$ cat config.mk
export PLATFORM = sky130hd
export DESIGN_NAME = lp_sequencer
export DESIGN_NICKNAME = d
export VERILOG_FILES = /design/src/logic/lp_seq_pkg.sv /design/src/logic/wake_if.sv /design/src/logic/wake_collect.sv /design/src/logic/lp_sequencer.sv
export SDC_FILE = /design/constraint.sdc
export NUM_CORES = 1
export LEC_CHECK = 0
export BUFFER_PORTS_ARGS = -buffer_cell sky130_fd_sc_hd__buf_2
export CAP_MARGIN = 20
export CORE_MARGIN = 2
export CORE_UTILIZATION = 51
export CTS_BUF_LIST = sky130_fd_sc_hd__clkbuf_16
export DETAILED_ROUTE_END_ITERATION = 8
export PLACE_DENSITY = 0.94
export SLEW_MARGIN = 30
export SYNTH_ARGS = -nofsm -noshare
export SYNTH_HDL_FRONTEND = slang
export SYNTH_SLANG_ARGS = --single-unit
export TNS_END_PERCENT = 30
$ cat constraint.sdc
create_clock -name clk_sys -period 4.8 [get_ports clk_sys]
set_input_delay 0.72 -clock clk_sys [delete_from_list [all_inputs] [get_ports clk_sys]]
set_output_delay 0.72 -clock clk_sys [all_outputs]
set_load 0.1 [all_outputs]
$ cat src/logic/lp_seq_pkg.sv
/*
 Package for the low-power mode sequencer: states, modes, wake cause
 encodings and timing constants.
 Assumes a 20 MHz system clock.
*/
package lp_seq_pkg;
   // ----------------------------------------
   // Clock and timing
   // ----------------------------------------
   localparam int CLK_MHZ = 20;
   // Wake times kept in nanoseconds (3.5 us and 60 us)
   localparam int STOP_WAKE_NS = 3500;
   localparam int STBY_WAKE_NS = 60000;
   localparam int CLK_NS = 1000 / CLK_MHZ;
   // Longest times round down
   localparam int STOP_WAKE_CYC = STOP_WAKE_NS / CLK_NS;
   localparam int STBY_WAKE_CYC = STBY_WAKE_NS / CLK_NS;
   localparam int CNT_W = 12;
   // Settle count sits two cycles below the limit, so resume lands on the limit
   localparam logic [CNT_W-1:0] STOP_SETTLE =
      CNT_W'(STOP_WAKE_CYC - 2);
   localparam logic [CNT_W-1:0] STBY_SETTLE =
      CNT_W'(STBY_WAKE_CYC - 2);
   localparam logic [CNT_W-1:0] CNT_ZERO = 12'h000;

   // ----------------------------------------
   // Widths
   // ----------------------------------------
   localparam int EVT_W = 16;
   localparam int PIN_W = 3;
   localparam int CAUSE_W = 4;

   // ----------------------------------------
   // Modes and states
   // ----------------------------------------
   typedef enum logic [1:0] {
      MODE_STOP = 2'b00,
      MODE_STBY_RTC = 2'b01,
      MODE_STBY_NORTC = 2'b10
   } lp_mode_t;

   typedef enum logic [2:0] {
      ST_RUN = 3'b000,
      ST_STOP = 3'b001,
      ST_STBY = 3'b010,
      ST_WAKE = 3'b011,
      ST_RESET = 3'b100
   } lp_state_t;

   // Wake cause bit positions in the status register
   localparam int C_EXT_RST = 0;
   localparam int C_WDG_RST = 1;
   localparam int C_PIN = 2;
   localparam int C_RTC = 3;
   localparam logic [CAUSE_W-1:0] CAUSE_NONE = 4'h0;
endpackage : lp_seq_pkg

$ cat src/logic/wake_if.sv
/*
 Interface between the sequencer and its wake collector.
 Assumes both ends share clk_sys.
*/
`timescale 1ns/1ns
interface wake_if;
   import lp_seq_pkg::*;
   logic stop_wake;
   logic stby_wake;
   logic [CAUSE_W-1:0] cause;
   logic in_stop;
   logic in_stby;
   logic rtc_on;
   modport collector (output stop_wake, stby_wake, cause,
      input in_stop, in_stby, rtc_on);
   modport sequencer (input stop_wake, stby_wake, cause,
      output in_stop, in_stby, rtc_on);
endinterface : wake_if

$ cat src/logic/wake_collect.sv
/*
 Wake collector: qualifies event lines, peripheral wakes, wake pin
 edges, resets and clock events into stop and standby wake requests.
 Assumes all inputs synchronous to clk_sys.
*/
`timescale 1ns/1ns
module wake_collect
   import lp_seq_pkg::*;
(
   // Clock and reset
   input wire logic clk_sys,
   input wire logic rst,
   // Sources
   input wire logic [lp_seq_pkg::EVT_W-1:0] pin_evt,
   input wire logic supply_level_detector,
   input wire logic [1:0] cmp_evt,
   input wire logic vref_on,
   input wire logic [4:0] periph_wake,
   input wire logic [lp_seq_pkg::PIN_W-1:0] wake_pin,
   input wire logic external_reset_pin_n,
   input wire logic wdg_reset,
   input wire logic [4:0] rtc_evt,
   // Sequencer side
   wake_if.collector w
);
   logic [PIN_W-1:0] pin_q_ff;
   logic pin_rise;
   logic ext_line;

   // Rising-edge memory for wake pins
   always_ff @(posedge clk_sys) begin
      if (rst) begin
         pin_q_ff <= '0;
      end else begin
         pin_q_ff <= wake_pin;
      end
   end

   assign pin_rise = |(wake_pin & ~pin_q_ff);
   // Comparators only count with reference on
   assign ext_line = (|pin_evt) | supply_level_detector |
      ((|cmp_evt) & vref_on);

   // Stop wakes on any event line or peripheral wake
   assign w.stop_wake = w.in_stop & (ext_line | (|periph_wake));
   // Clock events and watchdog only matter with the clock kept
   assign w.stby_wake = w.in_stby & (~external_reset_pin_n | pin_rise |
      (w.rtc_on & (wdg_reset | (|rtc_evt))));
   assign w.cause = {w.rtc_on & (|rtc_evt), pin_rise,
      w.rtc_on & wdg_reset, ~external_reset_pin_n};

   // ----------------------------------------
   // Checks
   // ----------------------------------------
   // Comparators alone never wake stop while the reference is off
   property p_cmp_gate;
      @(posedge clk_sys) disable iff (rst)
      w.in_stop && !vref_on && pin_evt == '0 && !supply_level_detector &&
         periph_wake == '0 |-> !w.stop_wake;
   endproperty
   a_cmp_gate: assert property (p_cmp_gate)
      else $error("comparator woke without reference");

   // Without the kept clock only a reset or a pin may end standby
   property p_norc;
      @(posedge clk_sys) disable iff (rst)
      w.in_stby && !w.rtc_on && wake_pin == '0 && external_reset_pin_n |->
         !w.stby_wake;
   endproperty
   a_norc: assert property (p_norc)
      else $error("standby without clock woke on other source");
endmodule : wake_collect

$ cat src/logic/lp_sequencer.sv
/*
 Low-power mode sequencer top: enters stop or standby on a deep-sleep
 request and brings the device back within the fixed wake times.
 Assumes synchronous inputs and a 20 MHz clk_sys.
*/
`timescale 1ns/1ns
module lp_sequencer
   import lp_seq_pkg::*;
(
   // Clock and reset
   input wire logic clk_sys,
   input wire logic rst,
   // Processor side
   input wire logic deep_sleep_req,
   input wire logic [1:0] lp_mode_sel,
   input wire logic rtc_enable,
   input wire logic wdg_enable,
   input wire logic cause_clear,
   // Wake sources
   input wire logic [lp_seq_pkg::EVT_W-1:0] pin_evt,
   input wire logic supply_level_detector,
   input wire logic [1:0] cmp_evt,
   input wire logic vref_on,
   input wire logic [4:0] periph_wake,
   input wire logic periph_hsi_req,
   input wire logic [lp_seq_pkg::PIN_W-1:0] wake_pin,
   input wire logic external_reset_pin_n,
   input wire logic wdg_reset,
   input wire logic [4:0] rtc_evt,
   // Power and clock controls
   output logic clocks_run,
   output logic pll_on,
   output logic high_speed_internal_osc_on,
   output logic high_speed_crystal_osc_on,
   output logic multispeed_internal_osc_on,
   output logic low_speed_internal_osc_on,
   output logic low_speed_crystal_osc_on,
   output logic regulator_on,
   output logic regulator_low_power,
   output logic core_domain_on,
   output logic retain_state,
   output logic core_reset,
   output logic cpu_resume,
   output logic [1:0] lp_state_code,
   output logic [lp_seq_pkg::CAUSE_W-1:0] reset_clock_status_reg
);
   import lp_seq_pkg::*;

   // ----------------------------------------
   // State
   // ----------------------------------------
   lp_state_t state_ff, nxt_state;
   logic [CNT_W-1:0] cnt_ff;
   logic rtc_keep_ff;
   logic [CAUSE_W-1:0] cause_ff;
   logic [CNT_W-1:0] stby_exit_ff;
   lp_mode_t mode;
   wake_if w ();

   assign mode = lp_mode_t'(lp_mode_sel);
   assign w.in_stop = (state_ff == ST_STOP);
   assign w.in_stby = (state_ff == ST_STBY);
   assign w.rtc_on = rtc_keep_ff;

   wake_collect u_wake (
      .clk_sys(clk_sys),
      .rst(rst),
      .pin_evt(pin_evt),
      .supply_level_detector(supply_level_detector),
      .cmp_evt(cmp_evt),
      .vref_on(vref_on),
      .periph_wake(periph_wake),
      .wake_pin(wake_pin),
      .external_reset_pin_n(external_reset_pin_n),
      .wdg_reset(wdg_reset),
      .rtc_evt(rtc_evt),
      .w(w)
   );

   // ----------------------------------------
   // Sequencing
   // ----------------------------------------
   // Next state from request, wake and settle counter
   always_comb begin
      nxt_state = state_ff;
      unique case (state_ff)
         ST_RUN: begin
            if (deep_sleep_req) begin
               nxt_state = (mode == MODE_STOP) ? ST_STOP : ST_STBY;
            end
         end
         ST_STOP: begin
            if (w.stop_wake) begin
               nxt_state = ST_WAKE;
            end
         end
         ST_STBY: begin
            if (w.stby_wake) begin
               nxt_state = ST_RESET;
            end
         end
         ST_WAKE, ST_RESET: begin
            if (cnt_ff == CNT_ZERO) begin
               nxt_state = ST_RUN;
            end
         end
         default: nxt_state = ST_RUN;
      endcase
   end

   always_ff @(posedge clk_sys) begin
      if (rst) begin
         state_ff <= ST_RUN;
      end else begin
         state_ff <= nxt_state;
      end
   end

   // Settle counter loaded on a wake; bounds exit latency
   always_ff @(posedge clk_sys) begin
      if (rst) begin
         cnt_ff <= CNT_ZERO;
      end else if (state_ff == ST_STOP && w.stop_wake) begin
         cnt_ff <= STOP_SETTLE;
      end else if (state_ff == ST_STBY && w.stby_wake) begin
         cnt_ff <= STBY_SETTLE;
      end else if (cnt_ff != CNT_ZERO) begin
         cnt_ff <= cnt_ff - 12'h001;
      end
   end

   // Whether the slow clock survives standby, latched at entry
   always_ff @(posedge clk_sys) begin
      if (rst) begin
         rtc_keep_ff <= 1'b0;
      end else if (state_ff == ST_RUN && deep_sleep_req) begin
         rtc_keep_ff <= (mode != MODE_STBY_NORTC) & rtc_enable;
      end
   end

   // Wake cause lives in standby circuitry; new cause beats clear
   always_ff @(posedge clk_sys) begin
      if (rst) begin
         cause_ff <= CAUSE_NONE;
      end else if (state_ff == ST_STBY && w.stby_wake) begin
         cause_ff <= w.cause;
      end else if (cause_clear) begin
         cause_ff <= CAUSE_NONE;
      end
   end

   // ----------------------------------------
   // Outputs, all registered
   // ----------------------------------------
   // Derived from next state so controls change with the state
   always_ff @(posedge clk_sys) begin
      if (rst) begin
         clocks_run <= 1'b1;
         pll_on <= 1'b1;
         high_speed_internal_osc_on <= 1'b1;
         high_speed_crystal_osc_on <= 1'b1;
         multispeed_internal_osc_on <= 1'b1;
         low_speed_internal_osc_on <= 1'b1;
         low_speed_crystal_osc_on <= 1'b1;
         regulator_on <= 1'b1;
         regulator_low_power <= 1'b0;
         core_domain_on <= 1'b1;
         retain_state <= 1'b1;
         core_reset <= 1'b0;
         cpu_resume <= 1'b0;
         lp_state_code <= 2'h0;
         reset_clock_status_reg <= CAUSE_NONE;
      end else begin
         // Stop: clocks, PLL and fast oscs off, fast internal osc only on peripheral demand; regulator and core domain stay on
         clocks_run <= !(nxt_state inside {ST_STOP, ST_STBY});
         pll_on <= !(nxt_state inside {ST_STOP, ST_STBY});
         high_speed_internal_osc_on <= (nxt_state == ST_STOP) ?
            periph_hsi_req : (nxt_state != ST_STBY);
         high_speed_crystal_osc_on <=
            !(nxt_state inside {ST_STOP, ST_STBY});
         multispeed_internal_osc_on <=
            !(nxt_state inside {ST_STOP, ST_STBY});
         // Slow oscs follow the watchdog and clock enables
         low_speed_internal_osc_on <= (nxt_state inside {ST_STOP,
            ST_STBY}) ? (wdg_enable | (nxt_state == ST_STBY &&
            rtc_keep_ff)) : 1'b1;
         low_speed_crystal_osc_on <= (nxt_state inside {ST_STOP,
            ST_STBY}) ? (nxt_state == ST_STBY ? rtc_keep_ff :
            rtc_enable) : 1'b1;
         regulator_on <= (nxt_state != ST_STBY);
         regulator_low_power <= (nxt_state == ST_STOP);
         core_domain_on <= (nxt_state != ST_STBY);
         retain_state <= (nxt_state != ST_STBY);
         core_reset <= (nxt_state inside {ST_STBY, ST_RESET});
         cpu_resume <= (state_ff == ST_WAKE) && (nxt_state == ST_RUN);
         lp_state_code <= (nxt_state == ST_STOP) ? 2'h1 :
            (nxt_state == ST_STBY) ? 2'h2 : 2'h0;
         reset_clock_status_reg <= cause_ff;
      end
   end

   // ----------------------------------------
   // Checks
   // ----------------------------------------
   property p_stop_off;
      @(posedge clk_sys) disable iff (rst)
      state_ff == ST_STOP && $past(state_ff) == ST_STOP |->
         !clocks_run && !pll_on && !multispeed_internal_osc_on;
   endproperty
   a_stop_off: assert property (p_stop_off)
      else $error("clocks running in stop");

   property p_hsi;
      @(posedge clk_sys) disable iff (rst)
      state_ff == ST_STOP && nxt_state == ST_STOP |=>
         high_speed_internal_osc_on == $past(periph_hsi_req);
   endproperty
   a_hsi: assert property (p_hsi)
      else $error("fast osc not following peripheral demand");

   property p_reg_lp;
      @(posedge clk_sys) disable iff (rst)
      nxt_state == ST_STOP |=> regulator_low_power && regulator_on;
   endproperty
   a_reg_lp: assert property (p_reg_lp)
      else $error("regulator not low power in stop");

   property p_stop_wake;
      @(posedge clk_sys) disable iff (rst)
      state_ff == ST_STOP && w.stop_wake |-> ##[1:70] cpu_resume;
   endproperty
   a_stop_wake: assert property (p_stop_wake)
      else $error("stop wake too slow");

   property p_periph;
      @(posedge clk_sys) disable iff (rst)
      state_ff == ST_STOP && periph_wake != '0 |=> state_ff == ST_WAKE;
   endproperty
   a_periph: assert property (p_periph)
      else $error("peripheral wake ignored");

   property p_stby_off;
      @(posedge clk_sys) disable iff (rst)
      nxt_state == ST_STBY |=> !regulator_on && !core_domain_on &&
         !retain_state && core_reset;
   endproperty
   a_stby_off: assert property (p_stby_off)
      else $error("core domain alive in standby");

   // Cycles since a standby wake while the core is still held in reset;
   // a counter keeps the long 60 us bound cheap to check
   always_ff @(posedge clk_sys) begin
      if (rst || !core_reset) begin
         stby_exit_ff <= CNT_ZERO;
      end else if (stby_exit_ff != CNT_ZERO || w.stby_wake) begin
         stby_exit_ff <= stby_exit_ff + 12'h001;
      end
   end

   property p_stby_exit;
      @(posedge clk_sys) disable iff (rst)
      core_reset && stby_exit_ff != CNT_ZERO |->
         stby_exit_ff < CNT_W'(STBY_WAKE_CYC);
   endproperty
   a_stby_exit: assert property (p_stby_exit)
      else $error("standby exit too slow");

   property p_cause;
      @(posedge clk_sys) disable iff (rst)
      state_ff == ST_STBY && w.stby_wake |=> cause_ff == $past(w.cause);
   endproperty
   a_cause: assert property (p_cause)
      else $error("wake cause not recorded");

   c_stop: cover property (@(posedge clk_sys) state_ff == ST_STOP ##1
      state_ff == ST_WAKE);
   c_stby: cover property (@(posedge clk_sys) state_ff == ST_STBY ##1
      state_ff == ST_RESET);
   c_resume: cover property (@(posedge clk_sys) cpu_resume);
endmodule : lp_sequencer

Word-level counts from Yosys, hierarchy flattened

Cells that the tools add are included.

Output and inout bits: 19
Input port bits: 44
Word-level logic and storage cells: 87
Flip-flop bits (word level): 37

$add $sub $neg: 1
Equal/unequal tests: 9
Reductions and logical operators: 26
Bitwise operators: 18
Muxes and demuxes: 15

Operator list:

| cell                                               | number |
|---|---|
| 2-to-1 mux 11 bit                                  | 2 |
| OR reduction 16 bit                                | 1 |
| logical NOT 12 bit                                 | 1 |
| 2-to-1 mux 3 bit                                   | 4 |
| case mux 3 bit (4 select lines)                    | 1 |
| nonzero test 12 bit                                | 1 |
| subtractor 12 x 1 -> 12 bit, second input constant | 1 |
| OR reduction 2 bit                                 | 5 |
| OR reduction 5 bit                                 | 2 |
| == test 3 x 2 -> 1 bit, second input constant      | 3 |
| 2-to-1 mux 4 bit                                   | 2 |
| nonzero test 2 bit                                 | 4 |
| AND 1 bit                                          | 7 |
| 2-to-1 mux 7 bit                                   | 1 |
| bitwise OR 1 bit                                   | 7 |
| == test 3 x 1 -> 1 bit, second input constant      | 2 |
| == test 3 bit, second input constant               | 2 |
| logical NOT 3 bit                                  | 2 |
| OR reduction 3 bit                                 | 2 |
| logical AND 1 bit                                  | 5 |
| 2-to-1 mux 2 bit                                   | 2 |
| AND 3 bit                                          | 1 |
| 2-to-1 mux 1 bit                                   | 3 |
| != test 3 x 2 -> 1 bit, second input constant      | 1 |
| other kinds (6)                                    | 7 |

Depth between registers and ports, before layout

Gate-level depths: netlist (run 1).

Word-level depth: 12
Depth in mapped cells: 8
Depth with buffers taken out: 7

Hierarchy

A second synthesis (run 1) with hierarchy kept.

Cell total of the unflattened synthesis: 194
Area, all modules: 1,691.6 um^2

Modules (own cells, without submodules):

| module       | sequential area each (um^2) | cells an instance | instances | area an instance (um^2) |
|---|---|---|---|---|
| lp_sequencer | 660.6                       | 168               | 1         | 1,492.7 |
| wake_collect | 60.1                        | 26                | 1         | 198.9 |

Least setup slack after synthesis (run 1)

No wires, ideal clock.

Path kind: reg2out
Start point: register multispeed_internal_osc_on (netlist name)
End point: output high_speed_crystal_osc_on
Stages on the path, launching flop included: 2
Arrival: 1.392 ns
Path slack: 2.688 ns
Required time: 4.080 ns
Cell sequence: dfxtp_1 -> buf_4

RTL lines:

| element   | line               | RTL |
|---|---|---|
| to (decl) | lp_sequencer.sv:34 | `output logic high_speed_crystal_osc_on,` |

Worst setup path after layout (run 1)

Start point: input rtc_evt[1]
End point: register cnt_ff[8]

Word-level cells in the longest chain between the ends: 7

RTL lines:

| element                             | line                | RTL |
|---|---|---|
| from (decl)                         | lp_sequencer.sv:29  | `input wire logic [4:0] rtc_evt,` |
| OR reduction 5 bit                  | wake_collect.sv:48  | `(w.rtc_on & (wdg_reset \| (\|rtc_evt))));` |
| bitwise OR 1 bit                    | wake_collect.sv:48  |  |
| AND 1 bit                           | wake_collect.sv:48  |  |
| bitwise OR 1 bit                    | wake_collect.sv:47  | `assign w.stby_wake = w.in_stby & (~external_reset_pin_n \| pin_rise \|` |
| AND 1 bit                           | wake_collect.sv:47  |  |
| logical AND 1 bit                   | lp_sequencer.sv:125 | `end else if (state_ff == ST_STBY && w.stby_wake) begin` |
| OR reduction 3 bit (no source line) | -                   |  |
| to (signal assigned)                | lp_sequencer.sv:128 | `cnt_ff <= cnt_ff - 12'h001;` |
| to (decl)                           | lp_sequencer.sv:53  | `logic [CNT_W-1:0] cnt_ff;` |

Every way passes these cells.
A chain may end at the register's enable or synchronous reset.

==> flow_metrics.py, run 1 <==
metrics = {
    "run_status": {
        "status": "completed",
    },
    "grt": {
        "grtUsageTotal_pct": 21.8,
        "grt_max_degree": 24,
        "grt_antenna_before_repair": 0,
        "grt_pass1_vias": 1463,
        "overflow": 0,
        "grt_pass1_wl_um": 5780,
    },
    "final_layout": {
        "area_delta_synth_final_pct": 26.2,
        "utilization_pct": 66.5,
        "nNetsFinal": 283,
        "largest_register_ffs": 12,
        "antenna_cells": 0,
        "fin_area_um2": 2000,
        "drive_above_1_share_pct": 32.1,
        "fin_cells": 270,
    },
    "timing": {
        "hold_viol": 0,
        "tns_ns": 0,
        "rsz0062_at_grt": "no",
        "max_freq_mhz": 444,
        "fin_worst_skew_ns": 0.00394,
        "relSlewSlack_pct": 61.6,
        "worstMarginPinSlew_ns": 0.570,
        "layout_min_cycle_time_ns": 2.25,
        "finalCritPeriodShare_pct": 46.9,
        "setup_viol": 0,
        "maxSlewViolCount": 0,
    },
    "detailed_routing": {
        "dr.pass1.iters": 4,
        "drt_iter0_markers": 58,
        "totalWireLength_um": 3580,
        "post_drt_via_cell_ratio": 5.60,
        "routedWlPerCell_um": 13.2,
        "ant_nets": 0,
        "vias": 1511,
        "drc": 0,
    },
    "power": {
        "power_mw": 1.42,
        "p_leak_nw": 0.883,
        "seq_power_share_pct": 30.1,
        "internal_power_mw": 0.760,
        "swShare_pct": 46.5,
        "p_switching_mw": 0.660,
        "power.density_nw_per_um2": 711,
        "p_comb_share_pct": 49.6,
        "clock_power_share_pct": 20.3,
        "ir_worst_vdd_uv": 385,
    },
    "placed_design": {
        "place_inst": 263,
        "postPlaceCellArea_um2": 1870,
        "routabilityCongestion": 0.861,
        "port_buffers": 62,
        "dpl.hpwl_um": 2660,
    },
    "synthesis": {
        "syn_inst": 179,
        "synth_cell_types": 39,
        "synth_seq_cells": 36,
        "synth_area_um2": 1580,
        "syn_nets": 225,
        "synth_area_per_cell_um2": 8.84,
        "yosysSeqAreaShare_pct": 45.5,
        "ys_warn_count": 0,
    },
    "floorplanning": {
        "fp.dieW_um": 59.7,
        "rows": 20,
        "io_pins": 63,
        "die_area_um2": 3570,
        "coreArea_um2": 3000,
        "die_h_um": 59.7,
        "start_util_pct": 52.7,
    },
    "min_path": {
        "hp-class": "register to register",
    },
    "cts": {
        "cts_sinks": 36,
        "postCtsHoldBufs": 0,
        "insertion_delay_ns": 0.27,
        "cts.htree.levels": 2,
        "path_clk_slew_ns": 0.05,
        "cts-root-buf": "clkbuf_16",
        "clockBufferDepth": 2,
        "cts_tree": "done",
        "cts_made_buffers": 5,
        "post_cts_buffers": 0,
        "cts_resized": 0,
    },
    "worst_setup_path": {
        "startpoint_type": "input port",
        "path_class": "input port to register",
        "path_buf_inv": 1,
        "critPathTopFamily": "simple AND/OR/NAND/NOR gates",
        "cp.required_ns": 4.99,
        "critPathMaxStageDelay_ns": 0.49,
        "worstPathMaxFanout": 13,
        "crit_slowest_cell": "or4_1",
        "crit_chain": "buf_2 > or4_1 > o21ai_0 > a31o_2 > nand3b_1 > nor3_1",
        "end_kind": "register",
        "cp.arrival_ns": 2.44,
    },
    "flow_run": {
        "drv_cap": 0,
    },
}
metal layers:
metal	vias up	part of all wire [%]	routed length (um)	track usage, %
met4	0	1.1	39	10.8
li1	741	-	-	-
met1	699	41	1450	23.7
met2	67	51	1820	38.7
met5	-	0	0	0
met3	4	7.5	268	5.84
cells in the mapped netlist (all sizes together):
library cell | instances | area (um^2)
buf | 8 | 57.6
or4b | 1 | 10.0
a21oi | 10 | 53.8
a211oi | 1 | 7.51
xnor2 | 4 | 35.0
ha | 2 | 25.0
o21ai | 5 | 25.0
nand2b | 3 | 18.8
a21boi | 2 | 15.0
mux2i | 1 | 10.0
nand4 | 5 | 31.3
o311a | 1 | 10.0
nor3 | 6 | 35.0
a32oi | 2 | 17.5
a31o | 2 | 17.5
dfxtp | 36 | 721
nor4b | 3 | 26.3
and4 | 1 | 8.76
nor2 | 25 | 93.8
o32ai | 1 | 8.76
nand3b | 1 | 7.51
nand3 | 2 | 10.0
nand2 | 6 | 22.5
clkbuf | 3 | 11.3
inv | 11 | 41.3
nor4 | 7 | 43.8
or3b | 1 | 8.76
or4 | 3 | 30.0
or2 | 1 | 6.26
a31oi | 6 | 37.5
and2b | 1 | 7.51
and2 | 1 | 6.26
a222oi | 1 | 10.0
xor2 | 5 | 43.8
nor2b | 11 | 68.8
layout make-up:
type | count | area (um^2)
Fill cell | 239 | 1000
Multi-Input combinational cell | 121 | 752
Sequential cell | 36 | 721
Timing Repair Buffer | 62 | 310
Clock buffer | 5 | 125
Inverter | 11 | 41.3
Tap cell | 33 | 41.3
Clock inverter | 2 | 7.51
placed cells by master, fill, tap and decap left out, types with 2 or more instances in the layout:
| cell | count |
|---|---|
| a21boi_0 | 2 |
| a21oi_1 | 9 |
| a31o_2 | 2 |
| a31oi_1 | 6 |
| a32oi_1 | 2 |
| buf_2 | 62 |
| clkbuf_16 | 5 |
| clkinv_1 | 2 |
| dfxtp_1 | 36 |
| ha_1 | 2 |
| inv_1 | 11 |
| nand2_1 | 6 |
| nand2b_1 | 3 |
| nand3_1 | 2 |
| nand4_1 | 5 |
| nor2_1 | 25 |
| nor2b_1 | 11 |
| nor3_1 | 5 |
| nor4_1 | 7 |
| nor4b_1 | 3 |
| o21ai_0 | 5 |
| or4_4 | 2 |
| xnor2_1 | 4 |
| xor2_1 | 5 |
stage by stage:
stage               worst slack, ns  hold slack (ns)
floorplan                      2.69            0.438
global placement               2.36            0.455
detailed placement             2.31            0.454
CTS                            2.56            0.472
global route                   2.32            0.487
finish                         2.55            0.472
cell families (layout without fill, tap and decap cells):
group	Yosys count	count (layout)	share of synthesized area [%]
flops	36	36	45.5
fa+ha+maj	2	2	1.58
simple gates	78	78	27.5
buf+inv	22	80	6.96
xor+xnor	9	9	4.98
compound gates	31	31	12.8
mux	1	1	0.632
path summary, 6_finish.rpt:
path	startpoint	to	slack [ns]	depth (start not counted)
hold reg to reg	cause_ff[1]	reset_clock_status_reg[1]	0.47	1
hold / removal	cause_ff[1]	reset_clock_status_reg[1]	0.47	1
setup reg to reg	cnt_ff[2]	regulator_low_power	2.82	5
setup / recovery	rtc_evt[1]	cnt_ff[8]	2.55	6
power groups by stage:
| stage | clock, mW | combinational (mW) | sequential, mW |
|---|---|---|---|
| after detailed placement | 0 | 0.698 | 0.433 |
| after floorplan | 0 | 0.463 | 0.568 |
| after global placement | 0 | 0.680 | 0.429 |
| after global routing | 0.307 | 0.760 | 0.438 |
| after CTS | 0.291 | 0.702 | 0.428 |
| final | 0.288 | 0.704 | 0.428 |
Power figures use the tool's default switching activity.
==> run 2: changes to the inputs <==
- ABC_AREA: not set -> 1
- CORE_UTILIZATION: 51 -> 49
- PLACE_DENSITY: 0.94 -> 0.9
- clock period: 4.8 -> 2.3 ns (I/O delays scaled with it)
==> flow_metrics.py, run 2 <==
metrics = {
    "run_status": {
        "status": "completed",
    },
    "final_layout": {
        "final_common_cell": "buf_2",
        "layout_common_cells": "62 x buf_2, 42 x nor2_1, 41 x nand2_1",
        "nNetsFinal": 353,
        "drive_above_1_share_pct": 30.6,
        "fin_area_um2": 2210,
        "antenna_cells": 0,
        "fin_cells": 353,
        "area_delta_synth_final_pct": 25.1,
        "largest_register_ffs": 12,
        "utilization_pct": 65.2,
    },
    "worst_setup_path": {
        "critPathTopFamily": "simple AND/OR/NAND/NOR gates",
        "cp.required_ns": 2.46,
        "critPathMaxStageDelay_ns": 0.32,
        "path_depth": 11,
        "startpoint_type": "register",
        "cp_common_cell": "nand2_2",
        "crit_slowest_cell": "dfxtp_1",
        "cp.arrival_ns": 1.89,
        "reg2reg_depth": 11,
        "end_kind": "register",
        "path_class": "register to register",
        "crit_chain": "inv_1 > ha_1 > nand2_1 > nor2_1 > nand2_2 > nand2_2 > nand2_2 > nor2_4 > nand4_2 > nand2_2 > nand3_1",
        "r2r-start": "cnt_ff[0]",
        "path_buf_inv": 1,
        "worstPathMaxFanout": 6,
        "crit_path_start": "cnt_ff[0]",
    },
    "synthesis": {
        "synth_area_per_cell_um2": 7.15,
        "yosysSeqAreaShare_pct": 40.8,
        "synthFlopType": "dfxtp_1",
        "synth_edf_count": 0,
        "synth-async-reset-ratio_pct": 0,
        "syn_nets": 293,
        "synth.top_cell.area_share_pct": 40.8,
        "syn_inst": 247,
        "yosys-top-cells-count": "42 x nor2_1, 41 x nand2_1, 36 x dfxtp_1, 34 x inv_1, 17 x nand3_1",
        "muxShareOfSynthArea_pct": 0,
        "ys_top_cells_by_area": "dfxtp_1 41%, nor2_1 8.9%, nand2_1 8.7%",
        "synth_top_family_by_area": "simple AND/OR/NAND/NOR gates",
        "synth_area_um2": 1770,
        "synth_compound_gate_area_share_pct": 8.00,
        "yosys.area_share.simple_pct": 35.5,
        "synth_area_leader_cell": "dfxtp_1",
        "synth_seq_cells": 36,
        "ys_warn_count": 0,
        "synthXorXnorAreaFrac_pct": 2.48,
        "yosysMostFrequentCell": "nor2_1",
        "synth_cell_types": 32,
        "synth_fa_ha_area_share_pct": 1.42,
    },
    "timing": {
        "rsz0062_at_grt": "no",
        "fin_worst_skew_ns": 0.00327,
        "hold_viol": 0,
        "timing.hold.ws_ns": 0.264,
        "layout_min_cycle_time_ns": 1.73,
        "finalCritPeriodShare_pct": 75.0,
        "tns_ns": 0,
        "relSlewSlack_pct": 67.4,
        "worstMarginPinSlew_ns": 0.492,
        "max_freq_mhz": 579,
        "maxSlewViolCount": 0,
        "setup_viol": 0,
    },
    "detailed_routing": {
        "routedWlPerCell_um": 11.0,
        "drt_iter0_markers": 69,
        "dr.pass1.iters": 5,
        "vias": 1737,
        "post_drt_via_cell_ratio": 4.92,
        "drc": 0,
        "ant_nets": 0,
        "totalWireLength_um": 3900,
    },
    "floorplanning": {
        "start_util_pct": 52.1,
        "io_pins": 63,
        "fp.dieW_um": 64.0,
        "die_area_um2": 4100,
        "coreArea_um2": 3390,
        "rows": 21,
        "die_h_um": 64.0,
    },
    "power": {
        "swShare_pct": 47.8,
        "p_leak_nw": 1.12,
        "ir_worst_vdd_uv": 572,
        "power.density_nw_per_um2": 1400,
        "internal_power_mw": 1.62,
        "clock_power_share_pct": 19.9,
        "seq_power_share_pct": 29.1,
        "p_switching_mw": 1.48,
        "p_comb_share_pct": 51.0,
    },
    "cts": {
        "cts_resized": 0,
        "cts_sinks": 36,
        "insertion_delay_ns": 0.28,
        "clockBufferDepth": 2,
        "post_cts_buffers": 0,
        "cts.htree.levels": 2,
        "cts-root-buf": "clkbuf_16",
        "cts_made_buffers": 5,
        "path_clk_slew_ns": 0.05,
        "postCtsHoldBufs": 0,
        "cts_tree": "done",
    },
    "placed_design": {
        "dpl.hpwl_um": 3010,
        "port_buffers": 62,
        "postPlaceCellArea_um2": 2080,
        "place_inst": 346,
        "routabilityCongestion": 0.872,
    },
    "grt": {
        "overflow": 0,
        "grt_max_degree": 18,
        "grt_antenna_before_repair": 0,
        "grt_pass1_wl_um": 6650,
        "grt_pass1_vias": 1663,
        "grtUsageTotal_pct": 20.9,
    },
    "min_path": {
        "min_from": "wdg_enable",
        "hp-class": "input port to register",
        "holdPathStages": 3,
    },
    "flow_run": {
        "drv_cap": 0,
    },
}
## run 2: area by class of cell
cell class | count | area [um^2]
repair buffers | 62 | 310
inverters | 40 | 151
well taps | 46 | 57.6
fillers | 272 | 1180
clock inverters | 2 | 8.76
clock buffers | 5 | 125
flip-flops and latches | 36 | 721
multi-input cells | 162 | 837
## run 2: through the flow
step                setup WS [ns]  total power, mW
floorplan                   0.563             2.21
global placement            0.676             2.43
detailed placement          0.588             2.47
CTS                         0.576             3.10
global route                0.434             3.30
finish                      0.574             3.10
## run 2: worst reg2reg max path, delay by kind of cell, from the launching register on
kind	cells	cell delay [ns]
buf+inv	1	0.09
flops	1	0.32
simple gates	9	1.02
fa+ha+maj	1	0.19
## run 2: path summary, 6_finish.rpt
kind         slack (ns)                         to
min                0.26  low_speed_internal_osc_on
min reg2reg        0.42  reset_clock_status_reg[3]
max                0.57   low_speed_crystal_osc_on
max reg2reg        0.57   low_speed_crystal_osc_on
## run 2: layer usage
metal	routed length, um	global-route usage [%]	vias up
li1	-	-	890
met1	1520	21.3	756
met2	1980	37.2	76
met3	229	4.58	15
met4	168	15.2	0
met5	0	0	-
## run 2: power by group through the flow
stage | Sequential [mW] | Combinational, mW | Clock (mW)
floorplan | 1.16 | 1.06 | 0
global route | 0.919 | 1.73 | 0.654
detailed placement | 0.915 | 1.55 | 0
finish | 0.902 | 1.58 | 0.619
CTS | 0.902 | 1.57 | 0.625
global placement | 0.908 | 1.52 | 0
## run 2: cells by family after synthesis
group,count (synthesis)
flops,36
buf+inv,49
simple gates,132
compound gates,23
fa+ha+maj,2
xor+xnor,5
==> run 3: changes to the inputs <==
- ABC_AREA: 1 -> 0
- CORE_UTILIZATION: 49 -> 43
- PLACE_DENSITY: 0.9 -> 0.86
- clock period: 2.3 -> 1.5 ns (I/O delays scaled with it)
==> flow_metrics.py, run 3 (same netlist as run 1, synthesis figures left out) <==
metrics = {
    "run_status": {
        "status": "finished with violations",
        "violations": "setup timing",
    },
    "final_layout": {
        "multi_input_area_um2": 891,
        "antenna_cells": 0,
        "utilization_pct": 68.3,
        "layout_common_cells": "62 x buf_2, 33 x buf_4, 30 x dfxtp_1",
        "largest_register_ffs": 12,
        "ff_latch_area_um2": 728,
        "nNetsFinal": 318,
        "area_delta_synth_final_pct": 55.7,
        "final_common_cell": "buf_2",
        "drive_above_1_share_pct": 49.8,
        "nFillCells": 267,
    },
    "floorplanning": {
        "start_util_pct": 43.9,
        "io_pins": 63,
        "coreArea_um2": 3610,
        "die_h_um": 64.7,
        "fp.dieW_um": 64.7,
        "rows": 22,
        "die_area_um2": 4180,
    },
    "cts": {
        "cts_sinks": 36,
        "clockBufferDepth": 2,
        "cts-root-buf": "clkbuf_16",
        "cts_made_buffers": 5,
        "insertion_delay_ns": 0.27,
        "cts.htree.levels": 2,
        "path_clk_slew_ns": 0.05,
        "cts_tree": "done",
    },
    "min_path": {
        "hp-class": "input port to register",
    },
    "placed_design": {
        "port_buffers": 62,
        "routabilityCongestion": 0.848,
        "dpl.hpwl_um": 3050,
    },
    "power": {
        "seq_power_share_pct": 23.3,
        "ir_worst_vdd_uv": 1110,
        "clock_power_share_pct": 19.3,
        "p_comb_share_pct": 57.4,
        "internal_power_mw": 3.30,
        "swShare_pct": 43.6,
        "p_switching_mw": 2.55,
        "p_leak_nw": 1.12,
        "power.density_nw_per_um2": 2380,
    },
    "timing": {
        "setup_slack_ns": -0.242,
        "timing.hold.ws_ns": 0.175,
        "fin_worst_skew_ns": 0.00550,
        "finalCritPeriodShare_pct": 116,
        "setup_viol": 24,
        "hold_viol": 0,
        "max_freq_mhz": 574,
        "worstMarginPinSlew_ns": 0.487,
        "maxSlewViolCount": 0,
        "layout_min_cycle_time_ns": 1.74,
        "relSlewSlack_pct": 67.8,
        "rsz0062_at_grt": "yes",
    },
    "grt": {
        "grt_pass1_wl_um": 6890,
        "overflow": 0,
        "grt_antenna_before_repair": 0,
        "grt_pass1_vias": 1599,
        "grt_max_degree": 24,
        "grtUsageTotal_pct": 21.4,
    },
    "detailed_routing": {
        "post_drt_via_cell_ratio": 5.27,
        "vias": 1692,
        "drc": 0,
        "totalWireLength_um": 4560,
        "ant_nets": 0,
        "drt_iter0_markers": 105,
        "routedWlPerCell_um": 14.2,
        "dr.pass1.iters": 4,
    },
    "worst_setup_path": {
        "crit_chain": "or4_4 > or4_4 > xor2_1 > nor3_2",
        "cp.arrival_ns": 1.90,
        "cp_common_cell": "or4_4",
        "path_class": "register to register",
        "worstPathMaxFanout": 4,
        "end_kind": "register",
        "startpoint_type": "register",
        "critPathMaxStageDelay_ns": 0.56,
        "crit_slowest_cell": "or4_4",
        "cp.required_ns": 1.66,
    },
    "flow_run": {
        "drv_cap": 0,
    },
}
[run 3: cell count changes in the layout (fill, tap and decap cells not counted), sizes merged, moves of 7 or more]
cell | before | now
buf | 62 | 97
inv | 40 | 11
nand2 | 48 | 6
nand3 | 19 | 2
nor2 | 48 | 25
nor2b | 0 | 11
nor4 | 0 | 7
[run 3: path summary, 6_finish.rpt]
path                            slack (ns)                         to  depth (start not counted)         from
worst max-delay path                 -0.24                  cnt_ff[9]                          4    cnt_ff[3]
worst min-delay path                  0.18         u_wake.pin_q_ff[0]                          2  wake_pin[0]
worst max register to register       -0.24                  cnt_ff[9]                          4    cnt_ff[3]
worst min register to register        0.47  reset_clock_status_reg[1]                          1  cause_ff[1]
[run 3: routing by layer]
layer	vias to the layer above	share of wire (%)	GRT usage, %
met4	0	1.6	7.71
li1	815	-	-
met2	82	52	38.3
met5	-	0	0
met3	8	7.5	4.86
met1	787	38	25.0
[run 3: cell type report]
cell class | instances | share of cell area, %
clock buffer | 5 | 5.08
multi-input combinational | 121 | 36.2
clock inverter | 3 | 1.52
sequential | 36 | 29.6
tap | 48 | 2.44
timing repair buffer | 97 | 23.6
inverter | 11 | 1.68
[run 3: critical path: cells and delay by family (launching register included)]
| family | cells | cell delay, ns |
|---|---|---|
| xor+xnor | 1 | 0.18 |
| flops | 1 | 0.34 |
| simple gates | 3 | 1.11 |
[run 3: power by group through the flow]
| stage | clock, mW | combinational (mW) | sequential, mW |
|---|---|---|---|
| after floorplan | 0 | 1.61 | 1.83 |
| after global placement | 0 | 2.84 | 1.33 |
| after detailed placement | 0 | 2.89 | 1.34 |
| after CTS | 1.14 | 3.02 | 1.34 |
| after global routing | 1.18 | 3.55 | 1.38 |
| final | 1.13 | 3.36 | 1.36 |
[run 3: timing repair]
action / 4_1_cts / 5_1_grt
buffers inserted: 1 / 3
setup endpoints to repair: 25 / 28
gates resized for setup: 10 / 19
pin swaps: 12 / 14
hold buffers: 0 / 0
[run 3: metrics by stage]
stage          power, mW  cell area, um^2  worst slack, ns  TNS, ns  cells
3_5_place_dp        4.23             2160           -0.314    -5.13    309
2_1_floorplan       3.44             1640           -0.157    -1.76    179
6_report            5.85             2460           -0.242    -2.71    321
3_3_place_gp        4.17             2160           -0.219    -3.88    309
5_1_grt             6.11             2460           -0.270    -3.91    321
4_1_cts             5.50             2370           -0.233    -2.61    318
